## src/logic/adc_seq_defines.vh

```
// register offsets, field positions, reset values and timing counts of the sequencer
`ifndef ADC_SEQ_DEFINES_VH
`define ADC_SEQ_DEFINES_VH
`define OFS_CTRL_MAIN 16'hFFBE
`define OFS_TIMING_STD 16'hF09E
`define OFS_TIMING_INJ 16'hF0A2
`define OFS_RESULT 16'hF0A0
`define CTRL_MAIN_RESET 16'h1000
`define TIMING_RESET 16'h0000
`define RESULT_RESET 16'h0000
`define CTRL_RW_MASK 16'hBEFF
`define TIMING_RW_MASK 16'h3FFF
`define BIT_LAYOUT 15
`define BIT_SAMPLE 14
`define BIT_INJ_TRG_HI 13
`define BIT_INJ_TRG_LO 12
`define BIT_INJ_REQ 11
`define BIT_INJ_EN 10
`define BIT_WAIT_RD 9
`define BIT_BUSY 8
`define BIT_RUN 7
`define BIT_PAT_HI 6
`define BIT_PAT_LO 5
`define BIT_CAL_OFF 4
`define BIT_CH_HI 3
`define BIT_CH_LO 0
`define BIT_WIDTH_HI 13
`define BIT_WIDTH_LO 12
`define BIT_DIV_HI 11
`define BIT_DIV_LO 6
`define BIT_STIME_HI 5
`define BIT_STIME_LO 0
`define SAMPLE_MULT 9'h004
`define SAMPLE_ADD 9'h002
`define CONV_BC_10 9'h00A
`define CONV_BC_8 9'h008
`define CAL_BC 9'h004
`define WIDTH_10 2'h0
`define WIDTH_8 2'h1
`endif

```

## src/logic/adc_enhanced_mode_sequencer.v

```verilog
// control and sequencing logic of the converter in its enhanced register layout
`include "adc_seq_defines.vh"
`default_nettype none
module adc_enhanced_mode_sequencer (
    input wire CLK_SYS,
    input wire RESET,
    input wire [15:0] ADDR,
    input wire [15:0] WDATA,
    input wire WR,
    input wire RD,
    output reg [15:0] RDATA,
    input wire [9:0] CORE_RESULT,
    output reg [3:0] MUX_CHANNEL,
    output reg SAMPLE_HOLD,
    output reg CONV_DONE_IRQ,
    output reg [1:0] INJ_TRIGGER_SRC,
    output reg LAYOUT_ENHANCED
);

    localparam [3:0] ST_IDLE = 4'h1;
    localparam [3:0] ST_CAL = 4'h2;
    localparam [3:0] ST_SAMPLE = 4'h4;
    localparam [3:0] ST_CONV = 4'h8;

    reg [15:0] ctrl_q;
    reg [15:0] tim_std_q;
    reg [15:0] tim_inj_q;
    reg [15:0] result_q;
    reg [3:0] state_q;
    reg [5:0] div_cnt_q;
    reg [8:0] bc_cnt_q;
    reg [3:0] chan_q;
    reg [1:0] pat_q;
    reg stop_req_q;
    reg [3:0] state_d;
    reg [8:0] bc_cnt_d;
    reg [3:0] chan_d;
    reg [1:0] pat_d;
    reg stop_req_d;
    wire [9:0] core_sync;

    // one-hot register select, shared by write and read decode
    function [3:0] reg_select;
        input [15:0] a;
        begin
            case (a)
                `OFS_CTRL_MAIN: reg_select = 4'h1;
                `OFS_TIMING_STD: reg_select = 4'h2;
                `OFS_TIMING_INJ: reg_select = 4'h4;
                `OFS_RESULT: reg_select = 4'h8;
                default: reg_select = 4'h0;
            endcase
        end
    endfunction

    wire [3:0] addr_sel = reg_select(ADDR);
    wire wr_ctrl = WR && addr_sel[0];
    wire wr_tim_std = WR && addr_sel[1];
    wire wr_tim_inj = WR && addr_sel[2];
    wire new_run = WDATA[`BIT_RUN];
    wire run_q = ctrl_q[`BIT_RUN];
    wire [1:0] width_sel = tim_std_q[`BIT_WIDTH_HI:`BIT_WIDTH_LO];
    wire [5:0] div_sel = tim_std_q[`BIT_DIV_HI:`BIT_DIV_LO];
    wire [5:0] stime_sel = tim_std_q[`BIT_STIME_HI:`BIT_STIME_LO];
    wire bc_tick = (div_cnt_q == div_sel);
    // phase lengths in basic clocks; the product never exceeds nine bits
    wire [8:0] stime_ext = {3'h0, stime_sel};
    wire [17:0] sample_prod = `SAMPLE_MULT * (stime_ext + `SAMPLE_ADD);
    wire [8:0] sample_len = sample_prod[8:0];
    // reserved widths run as ten bit, nothing else changes
    wire [8:0] conv_len = (width_sel == `WIDTH_8) ? `CONV_BC_8 : `CONV_BC_10;
    wire [8:0] cal_len = `CAL_BC;
    wire phase_end = bc_tick && (bc_cnt_q == 9'h001);
    wire conv_end = (state_q == ST_CONV) && phase_end;
    wire scan_mode = pat_q[1];
    wire cont_mode = pat_q[0];
    wire seq_last = scan_mode ? (chan_q == 4'h0) : 1'b1;
    wire in_sample = (state_q == ST_SAMPLE);
    wire busy_now = (state_q != ST_IDLE);
    // restart when run goes 0 then 1; a plain rewrite of 1 while running is harmless
    wire start_req = wr_ctrl && new_run && (!run_q || stop_req_q);
    // an aborting restart in the same cycle drops the result
    wire conv_done = conv_end && !start_req;
    // single patterns drop the run bit as the last channel completes
    wire hw_run_clear = conv_done && seq_last && !cont_mode;

    function [15:0] result_word;
        input [9:0] raw;
        input [1:0] wsel;
        input [3:0] ch;
        begin
            if (wsel == `WIDTH_8) begin
                result_word = {ch, raw[9:2], 4'h0};
            end else begin
                result_word = {ch, raw, 2'h0};
            end
        end
    endfunction

    // live status bits replace the stored copies on every read
    function [15:0] ctrl_view;
        input [15:0] stored;
        input sampling;
        input busy;
        begin
            ctrl_view = stored;
            ctrl_view[`BIT_SAMPLE] = sampling;
            ctrl_view[`BIT_BUSY] = busy;
        end
    endfunction

    // reserved code maps to no source, so it can never trigger
    function [1:0] trig_source;
        input [1:0] sel;
        begin
            case (sel)
                2'h1: trig_source = 2'h1;
                2'h2: trig_source = 2'h2;
                default: trig_source = 2'h0;
            endcase
        end
    endfunction

    // core result arrives from the analog side, two flops per bit
    genvar gi;
    generate
        for (gi = 0; gi < 10; gi = gi + 1) begin : core_sync_bit
            reg s1_q;
            reg s2_q;
            always @(posedge CLK_SYS) begin
                if (RESET) begin
                    s1_q <= 1'b0;
                    s2_q <= 1'b0;
                end else begin
                    s1_q <= CORE_RESULT[gi];
                    s2_q <= s1_q;
                end
            end
            assign core_sync[gi] = s2_q;
        end
    endgenerate

    always @(posedge CLK_SYS) begin
        if (RESET) begin
            div_cnt_q <= 6'h00;
        // restarting with each start keeps phases aligned to the write
        end else if (state_q == ST_IDLE || bc_tick || start_req) begin
            div_cnt_q <= 6'h00;
        end else begin
            div_cnt_q <= div_cnt_q + 6'h01;
        end
    end

    // sequencer next state; a start overrides whatever phase is running
    always @* begin
        state_d = state_q;
        bc_cnt_d = bc_cnt_q;
        chan_d = chan_q;
        pat_d = pat_q;
        stop_req_d = stop_req_q;
        if (start_req) begin
            // fresh start uses values being written right now
            pat_d = WDATA[`BIT_PAT_HI:`BIT_PAT_LO];
            chan_d = WDATA[`BIT_CH_HI:`BIT_CH_LO];
            stop_req_d = 1'b0;
            if (!WDATA[`BIT_CAL_OFF]) begin
                state_d = ST_CAL;
                bc_cnt_d = cal_len;
            end else begin
                state_d = ST_SAMPLE;
                bc_cnt_d = sample_len;
            end
        end else begin
            if (wr_ctrl && !new_run && state_q != ST_IDLE) begin
                stop_req_d = 1'b1;
            end
            case (state_q)
                ST_IDLE: begin
                    stop_req_d = 1'b0;
                end
                ST_CAL: begin
                    if (bc_tick) begin
                        bc_cnt_d = bc_cnt_q - 9'h001;
                    end
                    if (phase_end) begin
                        state_d = ST_SAMPLE;
                        bc_cnt_d = sample_len;
                    end
                end
                ST_SAMPLE: begin
                    if (bc_tick) begin
                        bc_cnt_d = bc_cnt_q - 9'h001;
                    end
                    if (phase_end) begin
                        state_d = ST_CONV;
                        bc_cnt_d = conv_len;
                    end
                end
                ST_CONV: begin
                    if (bc_tick) begin
                        bc_cnt_d = bc_cnt_q - 9'h001;
                    end
                    if (phase_end) begin
                        // pattern is looked at again after every conversion
                        pat_d = ctrl_q[`BIT_PAT_HI:`BIT_PAT_LO];
                        if (seq_last && (!cont_mode || stop_req_q || !run_q)) begin
                            state_d = ST_IDLE;
                        end else begin
                            state_d = ST_SAMPLE;
                            bc_cnt_d = sample_len;
                            if (scan_mode && !seq_last) begin
                                chan_d = chan_q - 4'h1;
                            end else begin
                                chan_d = ctrl_q[`BIT_CH_HI:`BIT_CH_LO];
                            end
                        end
                    end
                end
                default: begin
                    state_d = ST_IDLE;
                end
            endcase
        end
    end

    always @(posedge CLK_SYS) begin
        if (RESET) begin
            state_q <= ST_IDLE;
            bc_cnt_q <= 9'h000;
            chan_q <= 4'h0;
            pat_q <= 2'h0;
            stop_req_q <= 1'b0;
        end else begin
            state_q <= state_d;
            bc_cnt_q <= bc_cnt_d;
            chan_q <= chan_d;
            pat_q <= pat_d;
            stop_req_q <= stop_req_d;
        end
    end

    // control register; hardware clear of run wins only at sequence end
    always @(posedge CLK_SYS) begin
        if (RESET) begin
            ctrl_q <= `CTRL_MAIN_RESET;
        end else begin
            if (wr_ctrl) begin
                ctrl_q <= (WDATA & `CTRL_RW_MASK) | (ctrl_q & ~`CTRL_RW_MASK);
                // injection request: set by software only, and sticky: once set, later writes cannot clear it
                if (ctrl_q[`BIT_INJ_REQ]) begin
                    ctrl_q[`BIT_INJ_REQ] <= 1'b1;
                end
            end
            if (hw_run_clear) begin
                ctrl_q[`BIT_RUN] <= 1'b0;
            end
            ctrl_q[`BIT_SAMPLE] <= 1'b0;
            ctrl_q[`BIT_BUSY] <= 1'b0;
        end
    end

    // injected timing is only stored; no injected conversion runs here
    always @(posedge CLK_SYS) begin
        if (RESET) begin
            tim_std_q <= `TIMING_RESET;
            tim_inj_q <= `TIMING_RESET;
        end else begin
            if (wr_tim_std) begin
                tim_std_q <= WDATA & `TIMING_RW_MASK;
            end
            if (wr_tim_inj) begin
                tim_inj_q <= WDATA & `TIMING_RW_MASK;
            end
        end
    end

    always @(posedge CLK_SYS) begin
        if (RESET) begin
            result_q <= `RESULT_RESET;
        end else if (conv_done) begin
            result_q <= result_word(core_sync, width_sel, chan_q);
        end
    end

    always @(posedge CLK_SYS) begin
        if (RESET) begin
            CONV_DONE_IRQ <= 1'b0;
        end else begin
            CONV_DONE_IRQ <= conv_done;
        end
    end

    // channel and hold follow the sequencer one cycle late
    always @(posedge CLK_SYS) begin
        if (RESET) begin
            MUX_CHANNEL <= 4'h0;
            SAMPLE_HOLD <= 1'b0;
        end else begin
            MUX_CHANNEL <= chan_q;
            SAMPLE_HOLD <= (state_q == ST_CONV);
        end
    end

    always @(posedge CLK_SYS) begin
        if (RESET) begin
            INJ_TRIGGER_SRC <= 2'h0;
            LAYOUT_ENHANCED <= 1'b0;
        end else begin
            INJ_TRIGGER_SRC <= trig_source(ctrl_q[`BIT_INJ_TRG_HI:`BIT_INJ_TRG_LO]);
            LAYOUT_ENHANCED <= ctrl_q[`BIT_LAYOUT];
        end
    end

    // read data stand for one cycle only, zero otherwise
    always @(posedge CLK_SYS) begin
        if (RESET) begin
            RDATA <= 16'h0000;
        end else if (RD) begin
            case (addr_sel)
                4'h1: begin
                    RDATA <= ctrl_view(ctrl_q, in_sample, busy_now);
                end
                4'h2: begin
                    RDATA <= tim_std_q;
                end
                4'h4: begin
                    RDATA <= tim_inj_q;
                end
                4'h8: begin
                    RDATA <= result_q;
                end
                default: begin
                    RDATA <= 16'h0000;
                end
            endcase
        end else begin
            RDATA <= 16'h0000;
        end
    end

endmodule // adc_enhanced_mode_sequencer
`default_nettype wire

```

## config.mk

```make
export PLATFORM = sky130hd
export DESIGN_NAME = adc_enhanced_mode_sequencer
export DESIGN_NICKNAME = d
export VERILOG_FILES = /design/src/logic/adc_enhanced_mode_sequencer.v
export VERILOG_INCLUDE_DIRS = /design/src /design/src/logic
export SDC_FILE = /design/constraint.sdc
export NUM_CORES = 1
export LEC_CHECK = 0
export ABC_CLOCK_PERIOD_IN_PS = 5730
export BUFFER_PORTS_ARGS = -buffer_cell sky130_fd_sc_hd__buf_2
export CORE_ASPECT_RATIO = 1.5
export CORE_MARGIN = 8
export CORE_UTILIZATION = 45
export DETAILED_ROUTE_END_ITERATION = 16
export HOLD_SLACK_MARGIN = 0.08
export RECOVER_POWER = 50
export SETUP_SLACK_MARGIN = 0.02
export SLEW_MARGIN = 10
export SYNTH_ARGS = -nofsm -noshare
export SYNTH_HDL_FRONTEND = slang
export SYNTH_SLANG_ARGS = --single-unit
```

## constraint.sdc

```tcl
create_clock -name CLK_SYS -period 5.73 [get_ports CLK_SYS]
set_input_delay 0.573 -clock CLK_SYS [delete_from_list [all_inputs] [get_ports CLK_SYS]]
set_output_delay 0.573 -clock CLK_SYS [all_outputs]
set_load 0.05 [all_outputs]
```

# Word-level counts from Yosys, hierarchy flattened
# Cells that the tools add are included.
# totals
ff_bits,131
inputBits,46
output_inout_bits,25
word_cells,132
# classes
addsub,4
n_eq_ne,23
muxes,30
n_bitwise,2
n_reduce_logical,35
# ops
cell,n
"16-bit == test, second input constant",4
16-bit case mux with 4 select lines,1
9-bit two-way mux,7
4-bit two-way mux,10
4-bit case mux with 4 select lines,2
9-bit case mux with 3 select lines,1
16-bit by 15-bit OR with 16-bit output,1
1-bit logical AND,14
"9-bit by 1-bit == test with 1-bit output, second input constant",1
"9-bit by 1-bit subtractor with 9-bit output, second input constant",1
"4-bit by 1-bit == test with 1-bit output, second input constant",2
"4-bit by 2-bit == test with 1-bit output, second input constant",2
"4-bit by 3-bit == test with 1-bit output, second input constant",2
"4-bit == test, second input constant",2
2-bit two-way mux,4
"6-bit by 2-bit adder with 7-bit output, second input constant",1
"6-bit by 1-bit adder with 6-bit output, second input constant",1
6-bit == test,1
3-bit two-way mux,2
"3-bit != test, second input constant",2
2-bit OR reduction,3
1-bit logical NOT,5
1-bit logical OR,5
"2-bit by 1-bit == test with 1-bit output, second input constant",2
other kinds (15),18

# Depth between registers and ports, before layout
# Gate-level depths: netlist of the first run.
# depth
ltp_word,10
depth_mapped,10
depth_no_buf,8

# Least setup slack after synthesis of the first run
# Ideal clock, no wire load.
# synth_timing
kind,input to register
from,in ADDR[0]
to,reg result_q[12]
arrival_ns,2.605
required_ns,5.662
setup_slack_ns,3.057
cell_stages,8
cell_sequence,or3b_1 > or2_2 > or4_1 > clkbuf_1 > nand2_1 > clkbuf_1 > nand2_1 > a21oi_2
# synth_between
elab_chain_len,7
elab_cells_between_ends,10
classes_between,4 x eq/ne; 1 x mux; 5 x reduce/logical
# synth_lines
item,line_no,source
start: declaration,adc_enhanced_mode_sequencer.v:7,"input wire [15:0] ADDR,"
16-bit == test,adc_enhanced_mode_sequencer.v:46,case (a)
4-bit case mux with 4 select lines *,adc_enhanced_mode_sequencer.v:46,
1-bit logical AND *,adc_enhanced_mode_sequencer.v:57,wire wr_ctrl = WR && addr_sel[0];
1-bit logical AND * (2 in series),adc_enhanced_mode_sequencer.v:81,wire start_req = wr_ctrl && new_run && (!run_q || stop_req_q);
1-bit logical NOT *,adc_enhanced_mode_sequencer.v:83,wire conv_done = conv_end && !start_req;
1-bit logical AND *,adc_enhanced_mode_sequencer.v:83,
end signal: assignment,adc_enhanced_mode_sequencer.v:279,result_q <= `RESULT_RESET;
end signal: assignment,adc_enhanced_mode_sequencer.v:281,"result_q <= result_word(core_sync, width_sel, chan_q);"
end: declaration,adc_enhanced_mode_sequencer.v:28,reg [15:0] result_q;
# Mark *: on every way between the ends. The rest lies on a longest branch, timed or not.
# A chain may end at the register's enable or synchronous reset.

# Final worst setup path of the first run
# layout_timing
from,in ADDR[9]
to,reg tim_inj_q[0]
# layout_between
elab_chain_len,3
elab_cells_between_ends,6
classes_between,4 x eq/ne; 1 x mux; 1 x reduce/logical
# layout_lines
item,line_no,source
16-bit == test,adc_enhanced_mode_sequencer.v:46,
4-bit case mux with 4 select lines *,adc_enhanced_mode_sequencer.v:46,
1-bit logical AND *,adc_enhanced_mode_sequencer.v:59,wire wr_tim_inj = WR && addr_sel[2];
end signal: assignment,adc_enhanced_mode_sequencer.v:266,tim_inj_q <= `TIMING_RESET;
end signal: assignment,adc_enhanced_mode_sequencer.v:272,tim_inj_q <= WDATA & `TIMING_RW_MASK;
end: declaration,adc_enhanced_mode_sequencer.v:27,reg [15:0] tim_inj_q;
# Marks and branches as above.

==> flow_summary.ini, run 1 <==
[sta]
timing.slew.headroom = -0.652
holdWs_ps = 370
timing.setup.tns_ps = 0
setup_repair_after_global_routing_missed_its_margin = false
drv_slew = 97
post-route-period-util = 0.643
worst-slew-pin-transition_ps = 2480
layout_min_cycle_time_ps = 3680
clock.fmax_mhz = 272
worst_clock_skew_ps = 7.78
finalHoldViolations = 0
finalSetupViolations = 0

[logic_synthesis]
asyncSetResetFlopFracSynth = 0
synth_top_cells_by_area = dfxtp_1, nand2_1, a21oi_1
synth-seq-area-share = 0.489
synthesis.nets = 663
synthesis.yosys.warnings = 0
synthDistinctLibCells = 56
synth_edf_count = 0
synth.avg_cell_area_um2 = 8.50
yosys.cell_count.top_type = dfxtp_1
post-synth-top-area-fraction = 0.489
yosys.area.top_type = dfxtp_1
synth_top_flop_cell = dfxtp_1
synth_area_mm2 = 0.00520
synthesis.instances = 612
ys_ff_latch = 127
synth_common_cells = dfxtp_1, nand2_1, a21oi_1

[clocking]
cts_tree = built
worst_skew_pair_later_pin_latency_ps = 410
clock-sinks = 127
cts.reportedPaths.clkPinSlew_ps = 50
clock-root-buffer = clkbuf_16
postCtsSetupBuffers = 0
cts.htree.levels = 4
cts_inserted_buffers = 17
cts_resized = 0
cts-root-to-sink-buffers = 2
postCtsHoldBufs = 0

[layout]
final_layout_size_suffix_gt1_frac = 0.141
area_growth_pct = 19.2
num_antenna_cells = 0
stdcell_count = 839
fin_nets = 727

[die]
die_height_um = 148
floorplan.io_pins = 71
rows = 48
start_util = 0.456
die_area_mm2 = 0.0153
die_width_um = 104
core-area_mm2 = 0.0114

[status]
violations = max-capacitance violations, max-slew violations
status = complete, but fails checks

[drt]
final_antenna_net_count = 0
detail_route.drc_violations = 0
detail_route.iter0.violations = 424
drt-total-wl_um = 15100
post_drt_via_cell_ratio = 5.59
firstDrtPassIters = 5
wl_per_cell_um = 18.1
routed-via-count = 4690

[power]
totalPowerFinal_w = 0.00196
leakage_nw = 2.12
power_density_over_cell_area_mw_per_mm2 = 316
peak_supply_drop_uv = 223

[setup_path]
cp_bufs_invs = 1
crit_path_top_delay_cell = and2_0
critPathMaxFanout = 14
critical-path-top-cell-by-count = nand2_1
crit_path_max_delay_family = simple AND/OR/NAND/NOR gates
setup.worst_path.start_class = input port
worst_setup_path_end_kind = flop
critPathRequiredTime_ps = 5900
cp.arrival_ps = 3860
worstSetupPathType = in -> reg
crit_path_max_incr_delay_ps = 880
worstPathCellList = buf_2 > or4_1 > nor4_1 > and2_0 > nand2_1 > nand2_1 > a21oi_1

[job]
maxCapViolations = 2

[global_routing]
pin_count_of_the_biggest_net_entering_global_routing = 58
grt_remaining_overflow = 0
gr_util_met2 = 0.348
groute.layer.met1.usage = 0.231
aggregate_global_route_resource_usage = 0.200
number_of_antenna_violations_at_the_first_check_in_global_routing = 0
gr-usage-met3 = 0.0436
wire_length_of_the_first_global_routing_pass_um = 24500
grt_pass1_vias = 4575
grt_busiest_layer = met2

[placed_design]
routabilityCongestion = 0.871
post-place-cells = 807
port-buffer-count = 69
dp_hpwl_um = 10600

[min_path]
worst_hold_path_type = in -> reg
registers in the layout, indices dropped and copies added (netlist names), 2 cells and up:
name	count
div_cnt_q	6
state_q	4
core_sync_bit.s1_q	10
core_sync_bit.s2_q	10
pat_q	2
bc_cnt_q	9
tim_std_q	14
MUX_CHANNEL	4
tim_inj_q	14
INJ_TRIGGER_SRC	2
RDATA	16
result_q	14
ctrl_q	14
chan_q	4
layout by cell type, fill, tap and decap left out, types with 6 or more instances in the layout:
| cell | instances |
|---|---|
| dfxtp_1 | 127 |
| nand2_1 | 122 |
| a21oi_1 | 72 |
| buf_2 | 43 |
| nor2_1 | 37 |
| clkbuf_1 | 29 |
| a22oi_1 | 26 |
| nor2b_1 | 25 |
| clkbuf_16 | 17 |
| inv_1 | 13 |
| nand3_1 | 13 |
| nor3_1 | 13 |
| xnor2_1 | 12 |
| o21ai_0 | 12 |
| nand4_1 | 7 |
| a211oi_1 | 7 |
| nand2b_1 | 6 |
| xor2_1 | 6 |
| and3_1 | 6 |
| mux2i_1 | 6 |
| buf_4 | 6 |
worst reg2reg max path, cell delays in order, from the launching register on:
cell	delay (ps)
dfxtp_1	350
or4_4	580
or4_4	550
nor4_4	500
and2_1	570
nand2_1	220
a21oi_1	170
layer usage:
| metal | vias up | part of all wire |
|---|---|---|
| met5 | - | 0 |
| met1 | 2226 | 0.41 |
| met4 | 0 | 0.024 |
| li1 | 2263 | - |
| met2 | 176 | 0.51 |
| met3 | 25 | 0.054 |
power breakdown:
part	switching [W]	total [W]	internal (W)
clock	0.000400	0.00102	0.000621
combinational	0.0000311	0.0000485	0.0000174
sequential	0.00000164	0.000892	0.000890
path summary, 6_finish.rpt:
| kind | start | end | slack (ps) | cells after the start |
|---|---|---|---|---|
| setup / recovery | ADDR[9] | tim_inj_q[0] | 2050 | 7 |
| hold / removal | CORE_RESULT[0] | core_sync_bit[0].s1_q | 370 | 2 |
| setup reg to reg | bc_cnt_q[2] | result_q[7] | 2680 | 6 |
| hold reg to reg | core_sync_bit[0].s1_q | core_sync_bit[0].s2_q | 430 | 1 |
logic make-up (layout without fill, tap and decap cells):
logic type / count (synthesis) / after routing / share of synthesized area
adder cells (fa/ha/maj): 5 / 5 / 0.0120
flip-flops: 127 / 127 / 0.489
AND/OR/NAND/NOR: 263 / 263 / 0.246
buffers and inverters: 45 / 122 / 0.0361
multiplexers: 7 / 7 / 0.0137
AO/OA/AOI/OAI: 147 / 147 / 0.174
XOR/XNOR: 18 / 18 / 0.0303
final cells by class:
| cell class | instances | area (um^2) |
|---|---|---|
| fill | 1095 | 5210 |
| multi-input combinational | 440 | 2490 |
| clock inverter | 12 | 110 |
| tap | 150 | 188 |
| clock buffer | 20 | 457 |
| sequential | 127 | 2540 |
| inverter | 13 | 48.8 |
| timing repair buffer | 77 | 365 |
per-stage QoR:
step,worst slack [ps],util,area [um^2]
after floorplan,3060,-,5200
after global placement,1900,0.497,5680
after detailed placement,1890,0.497,5680
after CTS,2280,0.547,6240
after global routing,1680,0.544,6200
final,2050,0.544,6200
Note: power is estimated with default switching activity, not from simulation.
==> run 2: changes to the inputs <==
--- a/config.mk
+++ b/config.mk
@@ -6,7 +6,7 @@
 export SDC_FILE = /design/constraint.sdc
 export NUM_CORES = 1
 export LEC_CHECK = 0
-export ABC_CLOCK_PERIOD_IN_PS = 5730
+export ABC_CLOCK_PERIOD_IN_PS = 3500
 export BUFFER_PORTS_ARGS = -buffer_cell sky130_fd_sc_hd__buf_2
 export CORE_ASPECT_RATIO = 1.5
 export CORE_MARGIN = 8
==> constraint.sdc (replaced) <==
create_clock -name CLK_SYS -period 3.5 [get_ports CLK_SYS]
set_input_delay 0.35 -clock CLK_SYS [delete_from_list [all_inputs] [get_ports CLK_SYS]]
set_output_delay 0.35 -clock CLK_SYS [all_outputs]
set_load 0.05 [all_outputs]
==> flow_summary.ini, run 2 (same netlist as run 1, synthesis figures left out) <==
[clocking]
cts.reportedPaths.clkPinSlew_ps = 50
cts_tree = built
postCtsSetupBuffers = 0
clock-root-buffer = clkbuf_16
cts_resized = 0
clock-sinks = 127
cts_inserted_buffers = 17
worst_skew_pair_later_pin_latency_ps = 410
cts-root-to-sink-buffers = 2
postCtsHoldBufs = 0
cts.htree.levels = 4

[layout]
number_of_flip_flops_in_the_largest_register = 16
fin_nets = 732
final_layout_size_suffix_gt1_frac = 0.141
area_growth_pct = 19.1
n_fill_cell = 1104
layout_common_cells = dfxtp_1, nand2_1, a21oi_1
top_register_by_number_of_flip_flops = RDATA
post-route-util = 0.543
num_antenna_cells = 0
finish.instance_area_mm2 = 0.00620
layout.cells.most_common = dfxtp_1

[sta]
finalHoldViolations = 0
clock.fmax_mhz = 337
worst-slew-pin-transition_ps = 2130
drv_slew = 13
worst_clock_skew_ps = 6.07
timing.slew.headroom = -0.441
finalSetupViolations = 0
post-route-period-util = 0.848
layout_min_cycle_time_ps = 2970
timing.setup.tns_ps = 0
setup_repair_after_global_routing_missed_its_margin = false

[setup_path]
setup.worst_path.start_class = flop
cp.arrival_ps = 3290
worst_setup_path_end_kind = flop
rr_startpoint = bc_cnt_q[2]
setup.worst_path.start = bc_cnt_q[2]
timing.reg2reg.setup_slack_ps = 530
crit_path_end = result_q[2]
critPathMaxFanout = 15
ff2ff_path_depth = 6
critPathRequiredTime_ps = 3820
worstSetupPathType = reg -> reg
r2r-end = result_q[2]

[global_routing]
groute.layer.met1.usage = 0.226
grt_busiest_layer = met2
wire_length_of_the_first_global_routing_pass_um = 24400
grt_pass1_vias = 4542
aggregate_global_route_resource_usage = 0.203
grt_remaining_overflow = 0
pin_count_of_the_biggest_net_entering_global_routing = 64
gr_util_met2 = 0.352
number_of_antenna_violations_at_the_first_check_in_global_routing = 0
gr-usage-met3 = 0.0444

[die]
core-area_mm2 = 0.0114
start_util = 0.456
die_width_um = 104
die_area_mm2 = 0.0153
floorplan.io_pins = 71
rows = 48
die_height_um = 148

[drt]
drt-total-wl_um = 15600
wl_per_cell_um = 18.5
detail_route.iter0.violations = 347
post_drt_via_cell_ratio = 5.65
final_antenna_net_count = 0
routed-via-count = 4763
firstDrtPassIters = 5
detail_route.drc_violations = 0

[power]
totalPowerFinal_w = 0.00314
leakage_nw = 2.13
peak_supply_drop_uv = 378
power_density_over_cell_area_mw_per_mm2 = 507

[placed_design]
routabilityCongestion = 0.888
placement.cell_area_mm2 = 0.00571
dp_hpwl_um = 10800
port-buffer-count = 69

[min_path]
worst_hold_path_type = in -> reg

[status]
violations = max-capacitance violations, max-slew violations
status = complete, but fails checks

[job]
maxCapViolations = 1
-- run 2: changes by cell type in the layout (fill, tap and decap cells not counted), sizes merged --
cell,delta
buf,+4
clkinv,+3
inv,-3
clkbuf,+1
clkinvlp,-1
-- run 2: power breakdown --
part / internal, W / switching (W) / total [W]
clock network: 0.000965 / 0.000637 / 0.00160
registers: 0.00146 / 0.00000308 / 0.00146
logic: 0.0000282 / 0.0000506 / 0.0000787
-- run 2: routing by layer --
metal  share of wire  vias to the layer above
met1            0.41                     2260
li1                -                     2275
met5               0                        -
met4           0.032                        0
met2            0.51                      192
met3           0.056                       36
-- run 2: per-stage QoR --
step,hold slack (ps),setup WS [ps],std cells
after global placement,418,623,812
after floorplan,414,965,612
after detailed placement,426,580,812
final,145,531,843
after global routing,147,313,843
after CTS,134,561,843
-- run 2: area by class of cell --
cell class	instances	area, um^2	share of cell area
Clock inverter	11	95.1	0.0153
Tap cell	150	188	0.0303
Inverter	13	48.8	0.00787
Multi-Input combinational cell	440	2480	0.401
Timing Repair Buffer	82	403	0.0650
Clock buffer	20	437	0.0704
Sequential cell	127	2540	0.410
-- run 2: how the worst min path moves through the flow --
stage                                     start               endpoint  depth (start not counted)
final                            CORE_RESULT[5]  core_sync_bit[5].s1_q                          2
after floorplan           core_sync_bit[0].s1_q  core_sync_bit[0].s2_q                          1
after global routing             CORE_RESULT[3]  core_sync_bit[3].s1_q                          2
after global placement    core_sync_bit[1].s1_q  core_sync_bit[1].s2_q                          1
after detailed placement  core_sync_bit[3].s1_q  core_sync_bit[3].s2_q                          1
after CTS                        CORE_RESULT[1]  core_sync_bit[1].s1_q                          2
-- run 2: critical path: stages (launching register included) --
cell,delay (ps)
dfxtp_1,340
or4_4,580
or4_4,550
nor4_4,500
and2_1,590
nand3_1,150
a21oi_1,180
